[config.mk]
export PLATFORM = sky130hd
export DESIGN_NAME = sar_adc_conversion_start_control
export DESIGN_NICKNAME = d
export VERILOG_FILES = /design/src/rtl/adc_start_pkg.sv /design/src/rtl/conv_clock_divider.sv /design/src/rtl/sar_adc_conversion_start_control.sv
export VERILOG_INCLUDE_DIRS = /design/src /design/src/rtl
export SDC_FILE = /design/constraint.sdc
export NUM_CORES = 1
export LEC_CHECK = 0
export ABC_AREA = 1
export ABC_CLOCK_PERIOD_IN_PS = 1900
export BUFFER_PORTS_ARGS = -buffer_cell sky130_fd_sc_hd__buf_2
export CAP_MARGIN = 20
export CORE_MARGIN = 4
export CORE_UTILIZATION = 50
export DETAILED_ROUTE_END_ITERATION = 8
export PLACE_DENSITY = 0.8
export SLEW_MARGIN = 40
export SYNTH_ARGS = -nofsm -noshare
export SYNTH_HDL_FRONTEND = slang
export SYNTH_SLANG_ARGS = --single-unit
[constraint.sdc]
create_clock -name clk_sys_i -period 1.9 [get_ports clk_sys_i]
set_input_delay 0.19 -clock clk_sys_i [delete_from_list [all_inputs] [get_ports clk_sys_i]]
set_output_delay 0.19 -clock clk_sys_i [all_outputs]
set_load 0.01 [all_outputs]
[src/rtl/adc_start_regs.svh]
// Register offsets, field positions and reset values of the conversion start control
`ifndef ADC_START_REGS_SVH
`define ADC_START_REGS_SVH

// Byte addresses on the register bus
`define ADC_CTRL_OFS 4'h0
`define ADC_CFG_OFS 4'h4
`define ADC_RESULT_OFS 4'h8
`define ADC_STATUS_OFS 4'hC

// Control register fields
`define CTRL_BUSY_BIT 0
`define CTRL_DONE_BIT 1
`define CTRL_IE_BIT 2
`define CTRL_EN_BIT 3
`define CTRL_SEL_LSB 4
`define CTRL_SEL_MSB 6

// Configuration register fields
`define CFG_DIV_LSB 0
`define CFG_DIV_MSB 4
`define CFG_BURST_BIT 8
`define CFG_T2_WIDE_BIT 9
`define CFG_T3_WIDE_BIT 10

// Reset values
`define CTRL_RESET 32'h0000_0000
`define CFG_RESET 32'h0000_001F
`define DIV_RESET 5'h1F
`define SEL_RESET 3'h0

// Widths
`define DIV_W 5
`define RESULT_W 16

`endif

[src/rtl/adc_start_pkg.sv]
// Types shared by the conversion start control files
package adc_start_pkg;

  // Start of conversion source codes
  typedef enum logic [2:0] {
    START_SOFTWARE = 3'h0,
    START_TIMER0 = 3'h1,
    START_TIMER2 = 3'h2,
    START_TIMER3 = 3'h3,
    START_EXTERNAL = 3'h4,
    START_RSVD5 = 3'h5,
    START_RSVD6 = 3'h6,
    START_RSVD7 = 3'h7
  } start_source_e;

  // Conversion sequencer states
  typedef enum logic [0:0] {
    SEQ_IDLE = 1'b0,
    SEQ_CONVERT = 1'b1
  } seq_state_e;

endpackage

[src/rtl/conv_clock_divider.sv]
// Converter clock enable divider fed by a selectable source tick
`timescale 1ns/10ps
`include "adc_start_regs.svh"

module conv_clock_divider (
  // Clock and reset
  input wire logic clk_sys_i,
  input wire logic rst_i,
  // Source tick and ratio
  input wire logic src_tick_i,
  input wire logic [`DIV_W-1:0] div_i,
  // Divided enable pulse
  output logic tick_o
);

  logic [`DIV_W-1:0] count_q;
  logic [`DIV_W-1:0] count_d;
  logic tick_q;
  logic tick_d;

  // Divide by div_i + 1 source ticks
  always_comb begin
    count_d = count_q;
    tick_d = 1'b0;
    if (src_tick_i) begin
      if (count_q >= div_i) begin
        count_d = '0;
        tick_d = 1'b1;
      end else begin
        count_d = count_q + `DIV_W'(1);
      end
    end
  end

  // Register divider state
  always_ff @(posedge clk_sys_i or posedge rst_i) begin
    if (rst_i) begin
      count_q <= '0;
      tick_q <= 1'b0;
    end else begin
      count_q <= count_d;
      tick_q <= tick_d;
    end
  end

  assign tick_o = tick_q;

endmodule

[src/rtl/sar_adc_conversion_start_control.sv]
// Start of conversion control and sequencing for the SAR converter
//
// Summary of operation
// - The converter clock divides the system clock without burst mode and the low-power oscillator with it.
// - The division ratio comes from the converter clock divider field of the configuration register.
// - One of five start sources is used, chosen by the 3-bit start select field; reserved codes 5 to 7 use none.
// - In software mode, writing 1 to the conversion-in-progress bit starts one conversion.
// - The conversion-in-progress bit reads 1 during a conversion and 0 once it completes.
// - When conversion-in-progress falls the done flag sets and, if enabled, the interrupt rises.
// - The result registers hold the valid result whenever the done flag reads 1.
// - Timer 0, Timer 2 and Timer 3 overflows each start one conversion per overflow.
// - Timer 2 and 3 use low-byte overflow in 8-bit mode and high-byte overflow in 16-bit mode.
// - With the external source, each rising edge of the external start input begins one conversion.
// - The sequencing allows up to 300 ksps in 10-bit mode.
`timescale 1ns/10ps
`include "adc_start_regs.svh"

module sar_adc_conversion_start_control (
  // Clock and reset
  input wire logic clk_sys_i,
  input wire logic rst_i,
  // Avalon-MM slave
  input wire logic [3:0] avs_address_i,
  input wire logic avs_read_i,
  input wire logic avs_write_i,
  input wire logic [31:0] avs_writedata_i,
  input wire logic [3:0] avs_byteenable_i,
  output logic [31:0] avs_readdata_o,
  output logic avs_waitrequest_o,
  // Timer overflow pulses, system clock domain
  input wire logic timer0_ovf_i,
  input wire logic timer2_low_ovf_i,
  input wire logic timer2_high_ovf_i,
  input wire logic timer3_low_ovf_i,
  input wire logic timer3_high_ovf_i,
  // Asynchronous pins
  input wire logic external_convert_start_i,
  input wire logic low_power_osc_i,
  // Converter core
  output logic converter_clock_o,
  output logic sar_start_o,
  input wire logic sar_done_i,
  input wire logic [`RESULT_W-1:0] sar_data_i,
  // Completion interrupt
  output logic adc_irq_o
);

  // Control fields
  logic done_q;
  logic done_d;
  logic irq_en_q;
  logic irq_en_d;
  logic adc_en_q;
  logic adc_en_d;
  logic [2:0] start_sel_q;
  logic [2:0] start_sel_d;
  // Configuration fields
  logic [`DIV_W-1:0] clk_div_q;
  logic [`DIV_W-1:0] clk_div_d;
  logic burst_mode_enable_q;
  logic burst_mode_enable_d;
  logic t2_wide_q;
  logic t2_wide_d;
  logic t3_wide_q;
  logic t3_wide_d;
  // Result and sequencer
  logic [`RESULT_W-1:0] result_q;
  logic [`RESULT_W-1:0] result_d;
  adc_start_pkg::seq_state_e state_q;
  adc_start_pkg::seq_state_e state_d;
  logic sar_start_q;
  logic sar_start_d;
  logic overrun_q;
  logic overrun_d;
  // Bus slave
  logic ack_q;
  logic ack_d;
  logic [31:0] rdata_q;
  logic [31:0] rdata_d;
  // Pin synchronisers
  logic [2:0] ext_sync_q;
  logic [2:0] lpo_sync_q;
  logic ext_rise;
  logic lpo_rise;
  // Trigger decode
  logic trigger;
  logic sw_start;
  logic bus_take;
  logic wr_ctrl;
  logic wr_cfg;
  logic src_tick;
  logic conv_tick;
  logic conv_clk_q;
  logic busy;

  // A request is served on its second cycle; readdata is prepared on the first
  assign bus_take = (avs_read_i | avs_write_i) & ~ack_q;
  assign avs_waitrequest_o = (avs_read_i | avs_write_i) & ~ack_q;
  assign wr_ctrl = avs_write_i & ~ack_q & (avs_address_i == `ADC_CTRL_OFS) & avs_byteenable_i[0];
  assign wr_cfg = avs_write_i & ~ack_q & (avs_address_i == `ADC_CFG_OFS);

  assign busy = (state_q == adc_start_pkg::SEQ_CONVERT);

  // Two flops before any logic looks at the pins; third flop only for edges
  always_ff @(posedge clk_sys_i or posedge rst_i) begin
    if (rst_i) begin
      ext_sync_q <= 3'h0;
      lpo_sync_q <= 3'h0;
    end else begin
      ext_sync_q <= {ext_sync_q[1:0], external_convert_start_i};
      lpo_sync_q <= {lpo_sync_q[1:0], low_power_osc_i};
    end
  end

  // Edge detects read only the settled stages
  assign ext_rise = ext_sync_q[1] & ~ext_sync_q[2];
  assign lpo_rise = lpo_sync_q[1] & ~lpo_sync_q[2];

  // Divider source: every system cycle or each rising oscillator edge
  assign src_tick = burst_mode_enable_q ? lpo_rise : 1'b1;

  conv_clock_divider u_div (
    .clk_sys_i(clk_sys_i),
    .rst_i(rst_i),
    .src_tick_i(src_tick),
    .div_i(clk_div_q),
    .tick_o(conv_tick)
  );

  // Software start only counts in software mode
  assign sw_start = wr_ctrl & avs_writedata_i[`CTRL_BUSY_BIT]
                    & (start_sel_d == adc_start_pkg::START_SOFTWARE);

  // One source only; reserved codes never start anything
  always_comb begin
    trigger = 1'b0;
    unique case (adc_start_pkg::start_source_e'(start_sel_q))
      adc_start_pkg::START_SOFTWARE: trigger = sw_start;
      adc_start_pkg::START_TIMER0: trigger = timer0_ovf_i;
      adc_start_pkg::START_TIMER2: trigger = t2_wide_q ? timer2_high_ovf_i
                                                       : timer2_low_ovf_i;
      adc_start_pkg::START_TIMER3: trigger = t3_wide_q ? timer3_high_ovf_i
                                                       : timer3_low_ovf_i;
      adc_start_pkg::START_EXTERNAL: trigger = ext_rise;
      adc_start_pkg::START_RSVD5,
      adc_start_pkg::START_RSVD6,
      adc_start_pkg::START_RSVD7: trigger = 1'b0;
    endcase
  end

  // Register fields, with hardware set of done winning over a clear
  always_comb begin
    irq_en_d = irq_en_q;
    adc_en_d = adc_en_q;
    start_sel_d = start_sel_q;
    clk_div_d = clk_div_q;
    burst_mode_enable_d = burst_mode_enable_q;
    t2_wide_d = t2_wide_q;
    t3_wide_d = t3_wide_q;
    done_d = done_q;
    if (wr_ctrl) begin
      irq_en_d = avs_writedata_i[`CTRL_IE_BIT];
      adc_en_d = avs_writedata_i[`CTRL_EN_BIT];
      start_sel_d = avs_writedata_i[`CTRL_SEL_MSB:`CTRL_SEL_LSB];
      if (avs_writedata_i[`CTRL_DONE_BIT]) begin
        done_d = 1'b0;
      end
    end
    if (wr_cfg && avs_byteenable_i[0]) begin
      clk_div_d = avs_writedata_i[`CFG_DIV_MSB:`CFG_DIV_LSB];
    end
    if (wr_cfg && avs_byteenable_i[1]) begin
      burst_mode_enable_d = avs_writedata_i[`CFG_BURST_BIT];
      t2_wide_d = avs_writedata_i[`CFG_T2_WIDE_BIT];
      t3_wide_d = avs_writedata_i[`CFG_T3_WIDE_BIT];
    end
    if (busy && sar_done_i) begin
      done_d = 1'b1;
    end
  end

  // Sequencer: idle, then one conversion until the core reports done
  always_comb begin
    state_d = state_q;
    result_d = result_q;
    sar_start_d = 1'b0;
    overrun_d = overrun_q;
    unique case (state_q)
      adc_start_pkg::SEQ_IDLE: begin
        if (trigger && adc_en_q) begin
          state_d = adc_start_pkg::SEQ_CONVERT;
          sar_start_d = 1'b1;
        end
      end
      adc_start_pkg::SEQ_CONVERT: begin
        // Late triggers are dropped but remembered for software
        if (trigger) begin
          overrun_d = 1'b1;
        end
        if (sar_done_i) begin
          // Result lands in the same edge that sets done
          result_d = sar_data_i;
          state_d = adc_start_pkg::SEQ_IDLE;
        end
      end
    endcase
    if (wr_ctrl && avs_writedata_i[`CTRL_DONE_BIT]) begin
      overrun_d = 1'b0;
    end
  end

  // Converter clock toggles on each divided tick, so it runs at half the tick rate
  always_ff @(posedge clk_sys_i or posedge rst_i) begin
    if (rst_i) begin
      conv_clk_q <= 1'b0;
    end else if (conv_tick) begin
      conv_clk_q <= ~conv_clk_q;
    end
  end

  // Read mux, unmapped addresses read zero
  always_comb begin
    rdata_d = rdata_q;
    ack_d = bus_take;
    if (bus_take && avs_read_i) begin
      rdata_d = 32'h0000_0000;
      unique case (avs_address_i)
        `ADC_CTRL_OFS: begin
          rdata_d[`CTRL_BUSY_BIT] = busy;
          rdata_d[`CTRL_DONE_BIT] = done_q;
          rdata_d[`CTRL_IE_BIT] = irq_en_q;
          rdata_d[`CTRL_EN_BIT] = adc_en_q;
          rdata_d[`CTRL_SEL_MSB:`CTRL_SEL_LSB] = start_sel_q;
        end
        `ADC_CFG_OFS: begin
          rdata_d[`CFG_DIV_MSB:`CFG_DIV_LSB] = clk_div_q;
          rdata_d[`CFG_BURST_BIT] = burst_mode_enable_q;
          rdata_d[`CFG_T2_WIDE_BIT] = t2_wide_q;
          rdata_d[`CFG_T3_WIDE_BIT] = t3_wide_q;
        end
        `ADC_RESULT_OFS: rdata_d[`RESULT_W-1:0] = result_q;
        `ADC_STATUS_OFS: rdata_d[1:0] = {overrun_q, busy};
        default: rdata_d = 32'h0000_0000;
      endcase
    end
  end

  // Register all state
  always_ff @(posedge clk_sys_i or posedge rst_i) begin
    if (rst_i) begin
      done_q <= 1'b0;
      irq_en_q <= 1'b0;
      adc_en_q <= 1'b0;
      start_sel_q <= `SEL_RESET;
      clk_div_q <= `DIV_RESET;
      burst_mode_enable_q <= 1'b0;
      t2_wide_q <= 1'b0;
      t3_wide_q <= 1'b0;
      result_q <= '0;
      state_q <= adc_start_pkg::SEQ_IDLE;
      sar_start_q <= 1'b0;
      overrun_q <= 1'b0;
      ack_q <= 1'b0;
      rdata_q <= 32'h0000_0000;
    end else begin
      done_q <= done_d;
      irq_en_q <= irq_en_d;
      adc_en_q <= adc_en_d;
      start_sel_q <= start_sel_d;
      clk_div_q <= clk_div_d;
      burst_mode_enable_q <= burst_mode_enable_d;
      t2_wide_q <= t2_wide_d;
      t3_wide_q <= t3_wide_d;
      result_q <= result_d;
      state_q <= state_d;
      sar_start_q <= sar_start_d;
      overrun_q <= overrun_d;
      ack_q <= ack_d;
      rdata_q <= rdata_d;
    end
  end

  // Outputs
  assign avs_readdata_o = rdata_q;
  assign converter_clock_o = conv_clk_q;
  assign sar_start_o = sar_start_q;
  assign adc_irq_o = done_q & irq_en_q;

endmodule

* Yosys cells after proc, flatten, opt, wreduce, memory -nomap -nowiden
Index checks and enable logic that the tools add are counted.
** Storage, ports and cells
- Flip-flop bits (word level) :: 63
- Input port bits :: 68
- Output and inout port bits :: 36
- Logic and storage cells :: 88
** Cells by class
- $add $sub $neg :: 1
- $lt $le $gt $ge :: 1
- Equal/unequal tests :: 10
- Muxes and demuxes :: 24
- Bitwise gates (word level) :: 16
- Reductions and logical operators :: 17
** Operators with widths (number)
- two-way mux 1 bit :: 15
- equality test 3 bit, second input constant :: 4
- bitwise AND 1 bit :: 10
- two-way mux 5 bit :: 2
- case mux 3 bit (3 select lines) :: 1
- equality test 4 bit, second input constant :: 2
- case mux 2 bit (4 select lines) :: 1
- nonzero test 2 bit :: 4
- equality test 3 x 2 -> 1 bit, second input constant :: 2
- logical AND 1 bit :: 6
- zero test 3 bit :: 2
- case mux 1 bit (6 select lines) :: 1
- case mux 3 bit (2 select lines) :: 1
- AND reduction 2 bit :: 3
- adder 5 x 1 -> 5 bit, second input constant :: 1
- >= comparator 5 bit :: 1
- inverter 1 bit :: 5
- equality test 4 x 3 -> 1 bit, second input constant :: 1
- zero test 4 bit :: 1
- case mux 2 bit (2 select lines) :: 1
- equality test 3 x 1 -> 1 bit, second input constant :: 1
- two-way mux 3 bit :: 1
- OR reduction 3 bit :: 1
- case mux 1 bit (2 select lines) :: 1
- bitwise OR 1 bit :: 1

* Logic depth before layout (Yosys ltp)
- Depth in word-level cells :: 11
- Depth in mapped cells :: 9

* Hierarchy
A second synthesis with hierarchy kept.
** Second synthesis, totals
- Cell total of the unflattened synthesis :: 333
- Area total of the unflattened synthesis :: 2985.4 um2
** By module, submodules not included
- sar_adc_conversion_start_control :: instances 1, cells each 277, area an instance 2534.9 um2
- conv_clock_divider :: instances 1, cells each 56, area an instance 450.4 um2

* Least setup slack after synthesis
Ideal clock, no wire load.
- Kind :: reg-to-reg
- From :: register clk_div_q[4]
- To :: register u_div.count_q[2]
- Setup time :: 0.126 ns
- Data arrival time :: 1.408 ns
- Data required time :: 1.774 ns
- Setup slack :: 0.366 ns
- Stages on the path, launching flop included :: 10
- Buffers on the path :: 0
- Period minus slack after synthesis :: 1.534 ns
- Cells stage by stage :: dfstp_2 > inv_1 > ha_1 > nand2_1 > inv_1 > nand4_1 > o2111ai_1 > inv_1 > nor2_1 > nor3_1
** On the way
- Longest elaborated chain between the ends :: 2
** Ends and longest elaborated chain
- start, declared :: RTL line sar_adc_conversion_start_control.sv:58 : logic [`DIV_W-1:0] clk_div_q;
- start signal, assigned :: RTL line sar_adc_conversion_start_control.sv:255 : clk_div_q <= `DIV_RESET;
- start signal, assigned :: RTL line sar_adc_conversion_start_control.sv:270 : clk_div_q <= clk_div_d;
- >= comparator 5 bit :: RTL line conv_clock_divider.sv:26 : if (count_q >= div_i) begin
- two-way mux 5 bit :: RTL line conv_clock_divider.sv:26
- end signal, assigned :: RTL line conv_clock_divider.sv:41 : count_q <= count_d;
- end, declared :: RTL line conv_clock_divider.sv:16 : logic [`DIV_W-1:0] count_q;
Every way passes these cells.
A chain may end at the register's enable or synchronous reset.

* Final worst setup path
Same ends and word-level chain as after synthesis.

==> metrics.txt <==
detail-routed via count per cell=approximately 5.0; antenna-violating nets left=0; hold crit path type=in2reg; Nets=about 450; largest net degree at the start of global routing=64; H-tree depth=3; fin. max-slew vios=0; placed cell count=430; DRC viols=0; core box area=between 5000 and 6000 um2; Row Count=27; register bit total from synthesis=63; First-pass DRT Iterations=4; synth top area cells=dfrtp_1 50%, mux2_2 8.1%, nand2_1 6.4%; Final Cycle Share=between 80% and 90%; Num CTS Buffers=9; Die Area=around 7100 um2; vias in the first global route=between 2000 and 2500; pwr dens=between 900 and 1000 nW/um2; highest-count cells in the layout ignoring fill and taps=63 x buf_2, 58 x dfrtp_1, 50 x nand2_1; Layout Skew=between 0.009 and 0.01 ns; FF-to-FF Start=clk_div_q[4]; Yosys cell types=31; Max Root-Sink Buffers=2; CP startpoint=clk_div_q[4]; Initial Util=52.2%; clk_lat worst skew=roughly 0.33 ns; most common cell after layout, fill and taps aside=buf_2; CTS tree=built; initial antenna violation count=0; HPWL after detailed placement=between 4 and 5 mm; Worst-Margin Slew=0.527 ns; Worst Path Class, Setup=reg2reg; CP Data Required Time=approximately 2.1 ns; detailed-route via count=2256; part of the Yosys area used for sequential elements=54.1%; WL final=6.12 mm; antenna cells=0; max_slew headroom=between 60% and 70%; Worst Setup End Kind=flip-flop; io pins=104; wire per inst=between 10 and 15 um; I/O Buffers=63; global-route wire length before repair=around 10 mm; Leakage=between 0.0015 and 0.002 uW; Max-Cap Viols=0; HP Start=sar_done_i; CP Launch Type=flip-flop; Yosys top cell area share=49.6%; final-report hold violation count=0; fin util=62.7%; Clock Tree Root=clkbuf_8; GPL Wtd Cong=about 0.90; Setup Fix Bufs, Post-CTS=0; share of layout cells above drive strength 1=31.6%; peak supply drop=about 0.00063 V; Mapped Cells=299; area leader, netlist=dfrtp_1; Finished Layout Cells=between 400 and 500; total grt overflow=0; outcome=finished, final reports clean; Final min period=between 1.5 and 2 ns; area grow syn2layout=20.0%; Critical Path Fanout Max=4; RSZ-0062 raised after global routing=false; Warnings, synthesis=0; setup TNS=0 ns; CTS clk-pin slew, worst paths=0.07 ns; Die W=roughly 85 um; Synth Area per Inst=approximately 10 um2; Final setup viols=0; highest clock rate=~0.6 GHz; Die Ht=around 85 um; TritonCTS Sinks=63; initial drt markers=130; worst endpoint data arrival time=between 1.5 and 2 ns; GR Util All Layers=between 10% and 20%; Syn Std Cell Area=2930 um2
-- per-stage QoR --
step / area [um2] / hold slack (ns) / power (uW) / setup WS, ns
2_1_floorplan: 2980 / 0.221 / 2090 / 0.149
3_3_place_gp: 3280 / 0.279 / 2250 / 0.223
3_5_place_dp: 3280 / 0.283 / 2280 / 0.143
4_1_cts: 3510 / 0.0518 / 3460 / 0.142
5_1_grt: 3510 / 0.0465 / 3650 / 0.0791
6_report: 3510 / 0.0645 / 3440 / 0.194
-- synth_stat cells --
cell / count
clkbuf_1: 3
nand3_1: 25
nand4_2: 1
buf_4: 16
inv_2: 3
mux2_2: 21
inv_1: 35
a31oi_1: 1
o2111ai_1: 2
ha_1: 6
o31ai_1: 1
o211ai_1: 2
nand4_1: 3
o221ai_1: 1
a21oi_1: 7
o21ai_0: 25
nand2_1: 50
dfrtp_1: 58
nor2_1: 16
xor2_1: 3
o22ai_2: 1
and3_1: 1
conb_1: 1
buf_2: 4
or2_0: 1
nand3_2: 2
nor3_1: 1
nand2_2: 1
dfstp_2: 5
mux2_1: 1
nor2_4: 2
-- what timing repair did --
| action | CTS | global route |
|---|---|---|
| hold buffers | 3 | 0 |
| hold endpoints to repair | 60 | 0 |
| endpoints found under the setup margin | 0 | 2 |
| resized for setup | 0 | 1 |
-- sequential cells by signal, summed over array words and instances, names as in the netlist --
register	count
avs_readdata_o	16
t3_wide_q	1
irq_en_q	1
result_q	16
done_q	1
u_div.count_q	5
adc_en_q	1
converter_clock_o	1
lpo_sync_q	3
sar_start_o	1
u_div.tick_o	1
busy	1
t2_wide_q	1
start_sel_q	3
burst_mode_enable_q	1
overrun_q	1
clk_div_q	5
ack_q	1
ext_sync_q	3
-- kinds of logic after synthesis --
group,after synthesis,share of synthesized area (%)
AND/OR/NAND/NOR,103,16.1
flip-flops,63,54.1
buffers and inverters,61,10.0
AO/OA/AOI/OAI,40,7.78
multiplexers,22,8.46
adder cells (fa/ha/maj),6,2.56
XOR/XNOR,3,0.898
other,1,0.128
-- path summary, 6_finish.rpt --
path | endpoint | slack, ns | depth (start not counted)
setup / recovery | u_div.count_q[2] | 0.19 | 9
min in group asynchronous | u_div.count_q[4] | 0.46 | 4
setup reg to reg | u_div.count_q[2] | 0.19 | 9
hold reg to reg | lpo_sync_q[1] | 0.35 | 0
hold / removal | busy | 0.06 | 2
max in group asynchronous | clk_div_q[2] | 1.11 | 4
-- routing by layer --
metal	vias to the layer above	track usage [%]	share of wire [%]
met5	-	0	0
li1	1099	-	-
met4	0	6.47	1.0
met1	1078	25.6	46
met2	72	27.7	46
met3	7	4.02	6.5
-- critical path, stage by stage, from the launching register on --
cell and delay, ns:
dfstp_2 0.53, inv_1 0.07, ha_1 0.32, nand2_1 0.08, inv_1 0.05, nand4_1 0.07, o2111ai_1 0.13, inv_1 0.10
nor2_2 0.17, nor3_1 0.07
-- power breakdown --
group	internal [uW]	switching, uW	total, uW
clock	677	496	1170
sequential	1530	115	1640
combinational	264	362	626
total	2470	972	3440
-- final cells by class --
class | instances | area, um2
multi-input combinational | 190 | 1110
fill | 481 | 2090
sequential | 63 | 1580
clock buffer | 13 | 159
clock inverter | 3 | 42.5
tap | 72 | 90.1
timing repair buffer | 70 | 388
inverter | 38 | 143
(Power assumes the default switching activity.)
